$ cat src/logic/uart_cfg.svh
// constants for the serial port frame format and status block
// assumes an APB slave at mclk 125 MHz, word aligned registers
`ifndef UART_CFG_SVH
`define UART_CFG_SVH
`define OFF_MODE        12'h000
`define OFF_STAT        12'h004
`define OFF_DATA        12'h008
`define OFF_BAUD        12'h00C
`define OFF_IRQ_STAT    12'h010
`define OFF_IRQ_MASK    12'h014
`define MODE_STOP_BIT   0
`define MODE_FMT_LSB    1
`define MODE_HSPEED_BIT 3
`define MODE_IR_BIT     12
`define STAT_TRMT_BIT   8
`define STAT_BUSY_BIT   9
`define STAT_BRK_BIT    11
`define STAT_INV_BIT    14
`define MODE_RESET      16'h0000
`define STAT_RESET      16'h0100
`define STAT_WMASK      16'h4800
`define MODE_WMASK      16'h100F
`define BAUD_RESET      16'h0000
`define TICKS_HIGH      5'h04
`define TICKS_STD       5'h10
`define BREAK_ZEROS     4'hC
`endif

$ cat src/logic/uart_pkg.sv
// types for the serial port frame format and status block
// assumes uart_cfg.svh is included by the modules that need numbers
package uart_pkg;
   typedef enum logic [2:0] {
      ST_IDLE   = 3'b000,
      ST_START  = 3'b001,
      ST_DATA   = 3'b011,
      ST_PARITY = 3'b010,
      ST_STOP   = 3'b110,
      ST_BREAK  = 3'b111
   } tx_state_e;
   typedef struct packed {
      logic       infraredEncoderOn;
      logic       highSpeedBaudSelect;
      logic [1:0] parityDataSelect;
      logic       stopBitSelect;
   } frame_cfg_s;
endpackage : uart_pkg

$ cat src/logic/uart_frame_format_and_status.sv
// top: apb register file, interrupt, transmit path and pin polarity
// assumes an apb master on mclk; serial pin goes straight to the pad
//
// Design decisions made here: the APB register port and the address map.
`timescale 1ns/1ps
`include "uart_cfg.svh"
module uart_frame_format_and_status
   import uart_pkg::*;
(
   input  wire logic        mclk,
   input  wire logic        resetn,
   input  wire logic [11:0] paddr,
   input  wire logic        psel,
   input  wire logic        penable,
   input  wire logic        pwrite,
   input  wire logic [31:0] pwdata,
   input  wire logic [3:0]  pstrb,
   output logic [31:0]      prdata,
   output logic             pready,
   output logic             pslverr,
   output logic             serialTxPin,
   output logic             irq
);
   ////////////////////////////////////////////////////////////////////////
   logic [15:0] serialModeConfig_reg, serialModeConfig_next;
   logic [15:0] serialStatusControl_reg, serialStatusControl_next;
   logic [15:0] baudDiv_reg, baudDiv_next;
   logic [8:0]  txData_reg, txData_next;
   logic        txPending_reg, txPending_next;
   logic [1:0]  irqStat_reg, irqStat_next;
   logic [1:0]  irqMask_reg, irqMask_next;
   logic [31:0] prdata_next;
   logic        pslverr_next, irq_next, serialTxPin_next;
   logic        accessWr, accessRd, bitTick, txLine, txBusy, breakDone, txLoad, busyDly_reg;
   frame_cfg_s  cfg;

   function automatic logic [15:0] mergeWr(input logic [15:0] old, input logic [31:0] d,
                                          input logic [3:0] s, input logic [15:0] m);
      logic [15:0] be;
      be = {{8{s[1]}}, {8{s[0]}}} & m;
      mergeWr = (old & ~be) | (d[15:0] & be);
   endfunction : mergeWr

   assign accessWr = psel && penable && pwrite;
   assign accessRd = psel && penable && !pwrite;
   assign cfg      = '{infraredEncoderOn:   serialModeConfig_reg[`MODE_IR_BIT],
                       highSpeedBaudSelect: serialModeConfig_reg[`MODE_HSPEED_BIT],
                       parityDataSelect:    serialModeConfig_reg[`MODE_FMT_LSB+1:`MODE_FMT_LSB],
                       stopBitSelect:       serialModeConfig_reg[`MODE_STOP_BIT]};
   assign txLoad   = txPending_reg && !txBusy && !serialStatusControl_reg[`STAT_BRK_BIT];

   ////////////////////////////////////////////////////////////////////////
   uart_baud_gen u_baud (
      .mclk      (mclk),
      .resetn    (resetn),
      .divisor   (baudDiv_reg),
      .highSpeed (cfg.highSpeedBaudSelect),
      .bitTick   (bitTick)
   );

   uart_tx_shifter u_tx (
      .mclk      (mclk),
      .resetn    (resetn),
      .bitTick   (bitTick),
      .cfg       (cfg),
      .load      (txLoad),
      .loadData  (txData_reg),
      .breakReq  (serialStatusControl_reg[`STAT_BRK_BIT]),
      .txLine    (txLine),
      .busy      (txBusy),
      .breakDone (breakDone)
   );

   ////////////////////////////////////////////////////////////////////////
   // register writes; hardware clears and sets win over software
   always_comb begin
      serialModeConfig_next    = serialModeConfig_reg;
      serialStatusControl_next = serialStatusControl_reg;
      baudDiv_next             = baudDiv_reg;
      txData_next              = txData_reg;
      txPending_next           = txPending_reg;
      irqStat_next             = irqStat_reg;
      irqMask_next             = irqMask_reg;
      if (accessWr) begin
         case (paddr)
            `OFF_MODE: serialModeConfig_next = mergeWr(serialModeConfig_reg, pwdata, pstrb, `MODE_WMASK);
            `OFF_STAT: serialStatusControl_next =
               mergeWr(serialStatusControl_reg, pwdata, pstrb, `STAT_WMASK);
            `OFF_BAUD: baudDiv_next = mergeWr(baudDiv_reg, pwdata, pstrb, 16'hFFFF);
            `OFF_DATA: if (!txPending_reg && pstrb[0]) begin
               txData_next    = pwdata[8:0];
               txPending_next = 1'b1;
            end
            `OFF_IRQ_STAT: if (pstrb[0]) irqStat_next = irqStat_reg & ~pwdata[1:0];
            `OFF_IRQ_MASK: if (pstrb[0]) irqMask_next = pwdata[1:0];
            default: ;
         endcase
      end
      if (txLoad) txPending_next = 1'b0;
      if (breakDone) serialStatusControl_next[`STAT_BRK_BIT] = 1'b0;
      serialStatusControl_next[`STAT_BUSY_BIT] = txPending_next;
      serialStatusControl_next[`STAT_TRMT_BIT] = !txBusy && !txPending_reg;
      if (busyDly_reg && !txBusy) irqStat_next[0] = 1'b1;
      if (breakDone) irqStat_next[1] = 1'b1;
   end

   ////////////////////////////////////////////////////////////////////////
   always_comb begin
      prdata_next  = 32'h0000_0000;
      pslverr_next = 1'b0;
      if (psel && !penable) begin
         case (paddr)
            `OFF_MODE:     prdata_next = {16'h0000, serialModeConfig_reg};
            `OFF_STAT:     prdata_next = {16'h0000, serialStatusControl_reg};
            `OFF_DATA:     prdata_next = {23'h00_0000, txData_reg};
            `OFF_BAUD:     prdata_next = {16'h0000, baudDiv_reg};
            `OFF_IRQ_STAT: prdata_next = {30'h0000_0000, irqStat_reg};
            `OFF_IRQ_MASK: prdata_next = {30'h0000_0000, irqMask_reg};
            default:       pslverr_next = 1'b1;
         endcase
      end else begin
         prdata_next  = prdata;
      end
      irq_next         = |(irqStat_next & irqMask_next);
      // inversion only reaches the pin with the infrared encoder on
      serialTxPin_next = txLine ^ (cfg.infraredEncoderOn & serialStatusControl_reg[`STAT_INV_BIT]);
   end

   always_ff @(posedge mclk or negedge resetn) begin
      if (!resetn) begin
         serialModeConfig_reg    <= `MODE_RESET;
         serialStatusControl_reg <= `STAT_RESET;
         baudDiv_reg             <= `BAUD_RESET;
         txData_reg              <= 9'h000;
         txPending_reg           <= 1'b0;
         irqStat_reg             <= 2'b00;
         irqMask_reg             <= 2'b00;
         prdata                  <= 32'h0000_0000;
         pslverr                 <= 1'b0;
         pready                  <= 1'b0;
         irq                     <= 1'b0;
         serialTxPin             <= 1'b1;
         busyDly_reg             <= 1'b0;
      end else begin
         serialModeConfig_reg    <= serialModeConfig_next;
         serialStatusControl_reg <= serialStatusControl_next;
         baudDiv_reg             <= baudDiv_next;
         txData_reg              <= txData_next;
         txPending_reg           <= txPending_next;
         irqStat_reg             <= irqStat_next;
         irqMask_reg             <= irqMask_next;
         prdata                  <= prdata_next;
         pslverr                 <= pslverr_next;
         pready                  <= psel && !penable;
         irq                     <= irq_next;
         serialTxPin             <= serialTxPin_next;
         busyDly_reg             <= txBusy;
      end
   end

   ////////////////////////////////////////////////////////////////////////
   AST_BRK_CLEAR: assert property (@(posedge mclk) disable iff (!resetn)
      breakDone |=> !serialStatusControl_reg[`STAT_BRK_BIT])
      else $error("break request not cleared by hardware");
   AST_INV_GATED: assert property (@(posedge mclk) disable iff (!resetn)
      (!cfg.infraredEncoderOn && $stable(cfg.infraredEncoderOn)) |=> serialTxPin == $past(txLine))
      else $error("pin inverted without encoder on");
   AST_INV_ON: assert property (@(posedge mclk) disable iff (!resetn)
      (cfg.infraredEncoderOn && serialStatusControl_reg[`STAT_INV_BIT]) |=> serialTxPin != $past(txLine))
      else $error("pin not inverted");
   AST_IRQ_LEVEL: assert property (@(posedge mclk) disable iff (!resetn)
      irq == |(irqStat_reg & irqMask_reg))
      else $error("interrupt level mismatch");
endmodule : uart_frame_format_and_status

$ cat src/logic/uart_baud_gen.sv
// baud tick generator with 4x or 16x oversampling
// assumes divisor comes from a register on the same clock
`timescale 1ns/1ps
`include "uart_cfg.svh"
module uart_baud_gen
   import uart_pkg::*;
(
   input  wire logic        mclk,
   input  wire logic        resetn,
   input  wire logic [15:0] divisor,
   input  wire logic        highSpeed,
   output logic             bitTick
);
   logic [15:0] divCnt_reg, divCnt_next;
   logic [4:0]  subCnt_reg, subCnt_next;
   logic        bitTick_next;
   logic [4:0]  ticksPerBit;

   always_comb begin
      ticksPerBit  = highSpeed ? `TICKS_HIGH : `TICKS_STD;
      divCnt_next  = divCnt_reg + 16'h0001;
      subCnt_next  = subCnt_reg;
      bitTick_next = 1'b0;
      if (divCnt_reg >= divisor) begin
         divCnt_next = 16'h0000;
         if (subCnt_reg >= ticksPerBit - 5'h01) begin
            subCnt_next  = 5'h00;
            bitTick_next = 1'b1;
         end else begin
            subCnt_next = subCnt_reg + 5'h01;
         end
      end
   end

   always_ff @(posedge mclk or negedge resetn) begin
      if (!resetn) begin
         divCnt_reg <= 16'h0000;
         subCnt_reg <= 5'h00;
         bitTick    <= 1'b0;
      end else begin
         divCnt_reg <= divCnt_next;
         subCnt_reg <= subCnt_next;
         bitTick    <= bitTick_next;
      end
   end

   AST_TICK_SPACING: assert property (@(posedge mclk) disable iff (!resetn)
      (bitTick && highSpeed && divisor == 16'h0000) ##1 (highSpeed && divisor == 16'h0000) [*3]
      |=> (bitTick && !$past(bitTick) && !$past(bitTick, 2) && !$past(bitTick, 3)))
      else $error("high speed tick spacing wrong");
endmodule : uart_baud_gen

$ cat src/logic/uart_tx_shifter.sv
// frame serialiser: start, data lsb first, parity, stops, break
// assumes bitTick pulses once per bit period
`timescale 1ns/1ps
`include "uart_cfg.svh"
module uart_tx_shifter
   import uart_pkg::*;
(
   input  wire logic       mclk,
   input  wire logic       resetn,
   input  wire logic       bitTick,
   input  frame_cfg_s      cfg,
   input  wire logic       load,
   input  wire logic [8:0] loadData,
   input  wire logic       breakReq,
   output logic            txLine,
   output logic            busy,
   output logic            breakDone
);
   tx_state_e   state_reg, state_next;
   logic [8:0]  shift_reg, shift_next;
   logic [3:0]  cnt_reg, cnt_next;
   logic        par_reg, par_next;
   logic        txLine_next, breakDone_next;

   function automatic logic parityOf(input logic [7:0] d, input logic odd);
      parityOf = ^d ^ odd;
   endfunction : parityOf

   always_comb begin
      state_next     = state_reg;
      shift_next     = shift_reg;
      cnt_next       = cnt_reg;
      par_next       = par_reg;
      txLine_next    = txLine;
      breakDone_next = 1'b0;
      case (state_reg)
         ST_IDLE: begin
            txLine_next = 1'b1;
            // request bit is cleared one cycle after breakDone; do not restart on it
            if (breakReq && !breakDone) begin
               state_next = ST_BREAK;
               cnt_next   = 4'h0;
            end else if (load) begin
               shift_next = loadData;
               par_next   = parityOf(loadData[7:0], cfg.parityDataSelect == 2'b10);
               state_next = ST_START;
            end
         end
         ST_START: if (bitTick) begin
            txLine_next = 1'b0;
            cnt_next    = 4'h0;
            state_next  = ST_DATA;
         end
         ST_DATA: if (bitTick) begin
            txLine_next = shift_reg[0];
            shift_next  = {1'b0, shift_reg[8:1]};
            cnt_next    = cnt_reg + 4'h1;
            if (cnt_reg == ((cfg.parityDataSelect == 2'b11) ? 4'h8 : 4'h7)) begin
               state_next = (cfg.parityDataSelect == 2'b01 || cfg.parityDataSelect == 2'b10) ?
                            ST_PARITY : ST_STOP;
               cnt_next   = 4'h0;
            end
         end
         ST_PARITY: if (bitTick) begin
            txLine_next = par_reg;
            state_next  = ST_STOP;
         end
         ST_STOP: if (bitTick) begin
            txLine_next = 1'b1;
            cnt_next    = cnt_reg + 4'h1;
            if (cnt_reg == {3'b000, cfg.stopBitSelect}) state_next = ST_IDLE;
         end
         ST_BREAK: if (bitTick) begin
            txLine_next = 1'b0;
            cnt_next    = cnt_reg + 4'h1;
            if (cnt_reg == `BREAK_ZEROS) begin
               txLine_next    = 1'b1;
               breakDone_next = 1'b1;
               state_next     = ST_IDLE;
            end
         end
         default: state_next = ST_IDLE;
      endcase
   end

   always_ff @(posedge mclk or negedge resetn) begin
      if (!resetn) begin
         state_reg <= ST_IDLE;
         shift_reg <= 9'h000;
         cnt_reg   <= 4'h0;
         par_reg   <= 1'b0;
         txLine    <= 1'b1;
         breakDone <= 1'b0;
      end else begin
         state_reg <= state_next;
         shift_reg <= shift_next;
         cnt_reg   <= cnt_next;
         par_reg   <= par_next;
         txLine    <= txLine_next;
         breakDone <= breakDone_next;
      end
   end

   assign busy = (state_reg != ST_IDLE);

   AST_START_LOW: assert property (@(posedge mclk) disable iff (!resetn)
      (state_reg == ST_START && bitTick) |=> (!txLine && state_reg == ST_DATA))
      else $error("start bit not low");
   AST_STOP_HIGH: assert property (@(posedge mclk) disable iff (!resetn)
      (state_reg == ST_STOP && bitTick) |=> txLine)
      else $error("stop bit not high");
   AST_PARITY_VAL: assert property (@(posedge mclk) disable iff (!resetn)
      (state_reg == ST_IDLE && load && !breakReq && cfg.parityDataSelect == 2'b01)
      |=> (par_reg == ^loadData[7:0]))
      else $error("even parity wrong");
   AST_NINE_BITS: assert property (@(posedge mclk) disable iff (!resetn)
      (state_reg == ST_DATA && bitTick && cnt_reg == 4'h8) |=> state_reg == ST_STOP)
      else $error("nine bit frame did not go to stop");
   AST_TWO_STOPS: assert property (@(posedge mclk) disable iff (!resetn)
      (state_reg == ST_STOP && bitTick && cnt_reg == 4'h0 && cfg.stopBitSelect) |=> state_reg == ST_STOP)
      else $error("second stop bit missing");
endmodule : uart_tx_shifter

$ cat config.mk
export PLATFORM = sky130hd
export DESIGN_NAME = uart_frame_format_and_status
export DESIGN_NICKNAME = d
export VERILOG_FILES = /design/src/logic/uart_pkg.sv /design/src/logic/uart_frame_format_and_status.sv /design/src/logic/uart_baud_gen.sv /design/src/logic/uart_tx_shifter.sv
export VERILOG_INCLUDE_DIRS = /design/src /design/src/logic
export SDC_FILE = /design/constraint.sdc
export NUM_CORES = 1
export LEC_CHECK = 0
export BUFFER_PORTS_ARGS = -buffer_cell sky130_fd_sc_hd__buf_2
export CAP_MARGIN = 40
export CORE_AREA = 3 3 118 120
export DETAILED_ROUTE_END_ITERATION = 12
export DIE_AREA = 0 0 121 123
export GPL_TIMING_DRIVEN = 0
export PLACE_DENSITY = 0.64
export SLEW_MARGIN = 20
export SYNTH_ARGS = -nofsm -noshare
export SYNTH_HDL_FRONTEND = slang
export SYNTH_SLANG_ARGS = --single-unit
$ cat constraint.sdc
create_clock -name mclk -period 4.7 [get_ports mclk]
set_input_delay 1.175 -clock mclk [delete_from_list [all_inputs] [get_ports mclk]]
set_output_delay 1.175 -clock mclk [all_outputs]
set_load 0.05 [all_outputs]
==> results_dict.tcl <==
set metrics [dict create \
    syn_area_per_cell_um2 9.778 \
    rsz0062_at_grt "false" \
    fin_crit_ps 2955 \
    postCtsSetupRepairBufs 0 \
    fillers 1255 \
    syn_area_um2 5172 \
    cts_resized 0 \
    synth-edff-count 0 \
    h-tree-depth 3 \
    fin_crit_sh_pct 62.88 \
    wl_per_cell_um 14.49 \
    ff2ff_setup_slack_ps 2120 \
    core-area_um2 13090 \
    dieArea_um2 14880 \
    cp-start-kind "input pin" \
    utilization_pct 46.36 \
    p_int_mw 1.339 \
    slew_headroom_pct 45.42 \
    crit_buf_inv 1 \
    powerDensity_nw_per_um2 287.8 \
    drtIter0Drc 209 \
    synth_xor_xnor_area_share_pct 4.064 \
    pwr-share-clk_pct 43.6 \
    detail-route-antenna-nets 0 \
    synth_top_family_by_area "simple AND/OR/NAND/NOR gates" \
    grt_max_degree 72 \
    grt_pass1_vias 3900 \
    grt-ovfl-total 0 \
    drc 0 \
    hold_path_class "flop to flop" \
    regArea_um2 2506 \
    cts_max_path_buffers 2 \
    slew_viol_final 0 \
    vias 3986 \
    switching_share_pct 23.30 \
    clock_skew_ps 10.66 \
    cts_sinks 100 \
    outcome "finished, final reports clean" \
    synthToLayoutAreaGrowth_pct 17.27 \
    die_h_um 123 \
    yosys_warnings 0 \
    die_x_um 121 \
    insertion_delay_ps 350 \
    antenna_found_initial 0 \
    diodes 0 \
    yosysUniqueCellTypes 53 \
    slowest_stage "nor4_4" \
    leakage_nw 3.083 \
    ios 89 \
    via_per_inst 5.039 \
    cts_buffers 9 \
    async_flop_share_pct 100.0 \
    fin_nets 687 \
    grt.total_usage_pct 16.02 \
    p_sw_mw 0.4067 \
    worst_pin_slew_ps 809.9 \
    cp_max_fo 9 \
    wl_um 11460 \
    drive_gt1_share_pct 19.67 \
    worstPathCellList "buf_2, nor4_2, nand3_2, or3_4, nor4_4, mux2_2" \
    cts.clk_slew.worst_paths_ps 60 \
    port_buffers 54 \
    cp.arrival_ps 3180 \
    max_cap_violations 0 \
    ys.flop_type "dfrtp_1" \
    clock.fmax_mhz 338.4 \
    synthAdderAreaFrac_pct 5.806 \
    hold_buffers 0 \
    combPwrFrac_pct 6.8 \
    synth-compound-area-share_pct 12.43 \
    critPathRequiredTime_ps 4930 \
    cts_tree "done" \
    post-dp-hpwl_um 8808 \
    yosys.area.top_type "dfrtp_1" \
    ir_drop_mv 0.1974 \
    finalSetupViolCount 0 \
    first_pass_iters 4 \
    synthTopCellsByArea "dfrtp_1 (47%), ha_1 (5.8%), nand2_1 (4.5%)" \
    syn-instance-count 529 \
    start_util_pct 39.53 \
    slowest_delay_ps 530 \
    worstSetupEndpointType "flop" \
    clockRootBuffer "clkbuf_16" \
    synth_top_area_share_pct 46.93 \
    place_congestion 0.8224 \
    p_seq_share_pct 49.6 \
    synth_seq_area_share_pct 48.45 \
    grt_pass1_wl_um 19090 \
    tns_ps 0 \
    crit_family "simple AND/OR/NAND/NOR gates" \
    hold_violations 0 \
    critical_path_class "input pin to flop" \
    rows 42 \
    ys_seq_elements 100 \
    synthSimpleGateAreaFrac_pct 16.69 \
    multi_input_area_um2 2431 \
    synth.mux.area_fraction_pct 6.846 \
]
## cells in the mapped netlist, types with 2 or more instances
cell type  number
ha_1           24
o21a_1          2
xnor2_1        12
or3_1           3
nand3b_1        3
o21ai_0        44
a221oi_1        3
nor4_1          2
and4_1          4
nand2_1        62
and2_1          2
mux2_2         19
nor2_2          2
or2_2           2
xor2_1         12
nand2b_1        7
clkbuf_1       10
nand4_1         6
buf_4          16
dfstp_2         3
inv_1          32
buf_2           2
nor2b_1         2
nor2_1         50
dfrtp_1        97
a21o_1          9
a21oi_1        26
mux2i_1        14
a22oi_1         6
a22o_1          2
nor3_1         10
o31ai_1         4
nand3_1        17
## worst reg2reg max path, delay by kind of cell (launching register included)
kind	cells	cell delay (ps)
DFF	1	450
adders and majority gates	1	320
and+or+nand+nor	1	50
buffers and inverters	1	430
AOI/OAI and AO/OA	4	1200
## per-stage QoR
| step | setup WS [ps] | total power, mW | cells | area (um2) | hold WS (ps) |
|---|---|---|---|---|---|
| floorplan | 1821 | 0.9521 | 544 | 5229 | 438.7 |
| global placement | 1429 | 0.9981 | 774 | 5719 | 455.2 |
| global route | 1658 | 1.820 | 791 | 6066 | 489.6 |
| finish | 1745 | 1.746 | 791 | 6066 | 473.1 |
| detailed placement | 1370 | 1.003 | 775 | 5753 | 463.4 |
| CTS | 1727 | 1.766 | 791 | 6066 | 477.4 |
## cells in the final DEF, fill, tap and decap left out, types with 10 or more instances in the layout
cell type,Yosys,layout
nor2_1,50,50
xnor2_1,12,12
buf_4,16,16
ha_1,24,24
a21oi_1,26,26
inv_1,32,32
o21ai_0,44,44
conb_1,1,16
nand3_1,17,17
nor3_1,10,10
xor2_1,12,12
mux2_2,19,19
nand2_1,62,62
buf_2,2,55
dfrtp_1,97,97
clkbuf_1,10,10
mux2i_1,14,14
## final timing paths
check,start,endpoint,cells past startpoint
hold reg to reg,flop,prdata[7]$_DFFE_PN0P_,2
hold / removal,flop,prdata[7]$_DFFE_PN0P_,2
min in group asynchronous,resetn,u_baud.divCnt_reg[13]$_DFF_PN0_,1
max in group asynchronous,resetn,u_tx.txLine$_DFFE_PN1P_,2
setup reg to reg,u_baud.divCnt_reg[2]$_DFF_PN0_,u_baud.subCnt_reg[3]$_DFFE_PN0P_,7
setup / recovery,paddr[6],txData_reg[5]$_DFFE_PN0P_,6
## final cells by class
type / instances / area share [%]
flip-flops and latches: 100 / 41.32
multi-input cells: 383 / 40.08
repair buffers: 55 / 5.012
clock buffers: 11 / 4.167
well taps: 176 / 3.630
plain buffers: 29 / 2.826
inverters: 32 / 1.980
clock inverters: 5 / 0.9901
## cells by family after synthesis
| kind of cell | Yosys count |
|---|---|
| DFF | 100 |
| buffers and inverters | 61 |
| and+or+nand+nor | 180 |
| muxes | 33 |
| AOI/OAI and AO/OA | 106 |
| xor gates and xnor gates | 24 |
| adders and majority gates | 24 |
| other | 1 |
## routing by layer
| layer | routed length (um) | track usage, % |
|---|---|---|
| met5 | 0 | 0 |
| met2 | 5597 | 26.43 |
| met1 | 5284 | 21.24 |
| met3 | 471 | 4.529 |
| met4 | 108 | 3.258 |
## power groups by stage
stage	logic [mW]	clock network [mW]	registers [mW]
after floorplan	0.0552	0	0.897
after global placement	0.115	0	0.883
after detailed placement	0.120	0	0.883
after CTS	0.120	0.779	0.867
after global routing	0.130	0.823	0.866
final	0.119	0.760	0.867
Power figures use the tool's default switching activity.
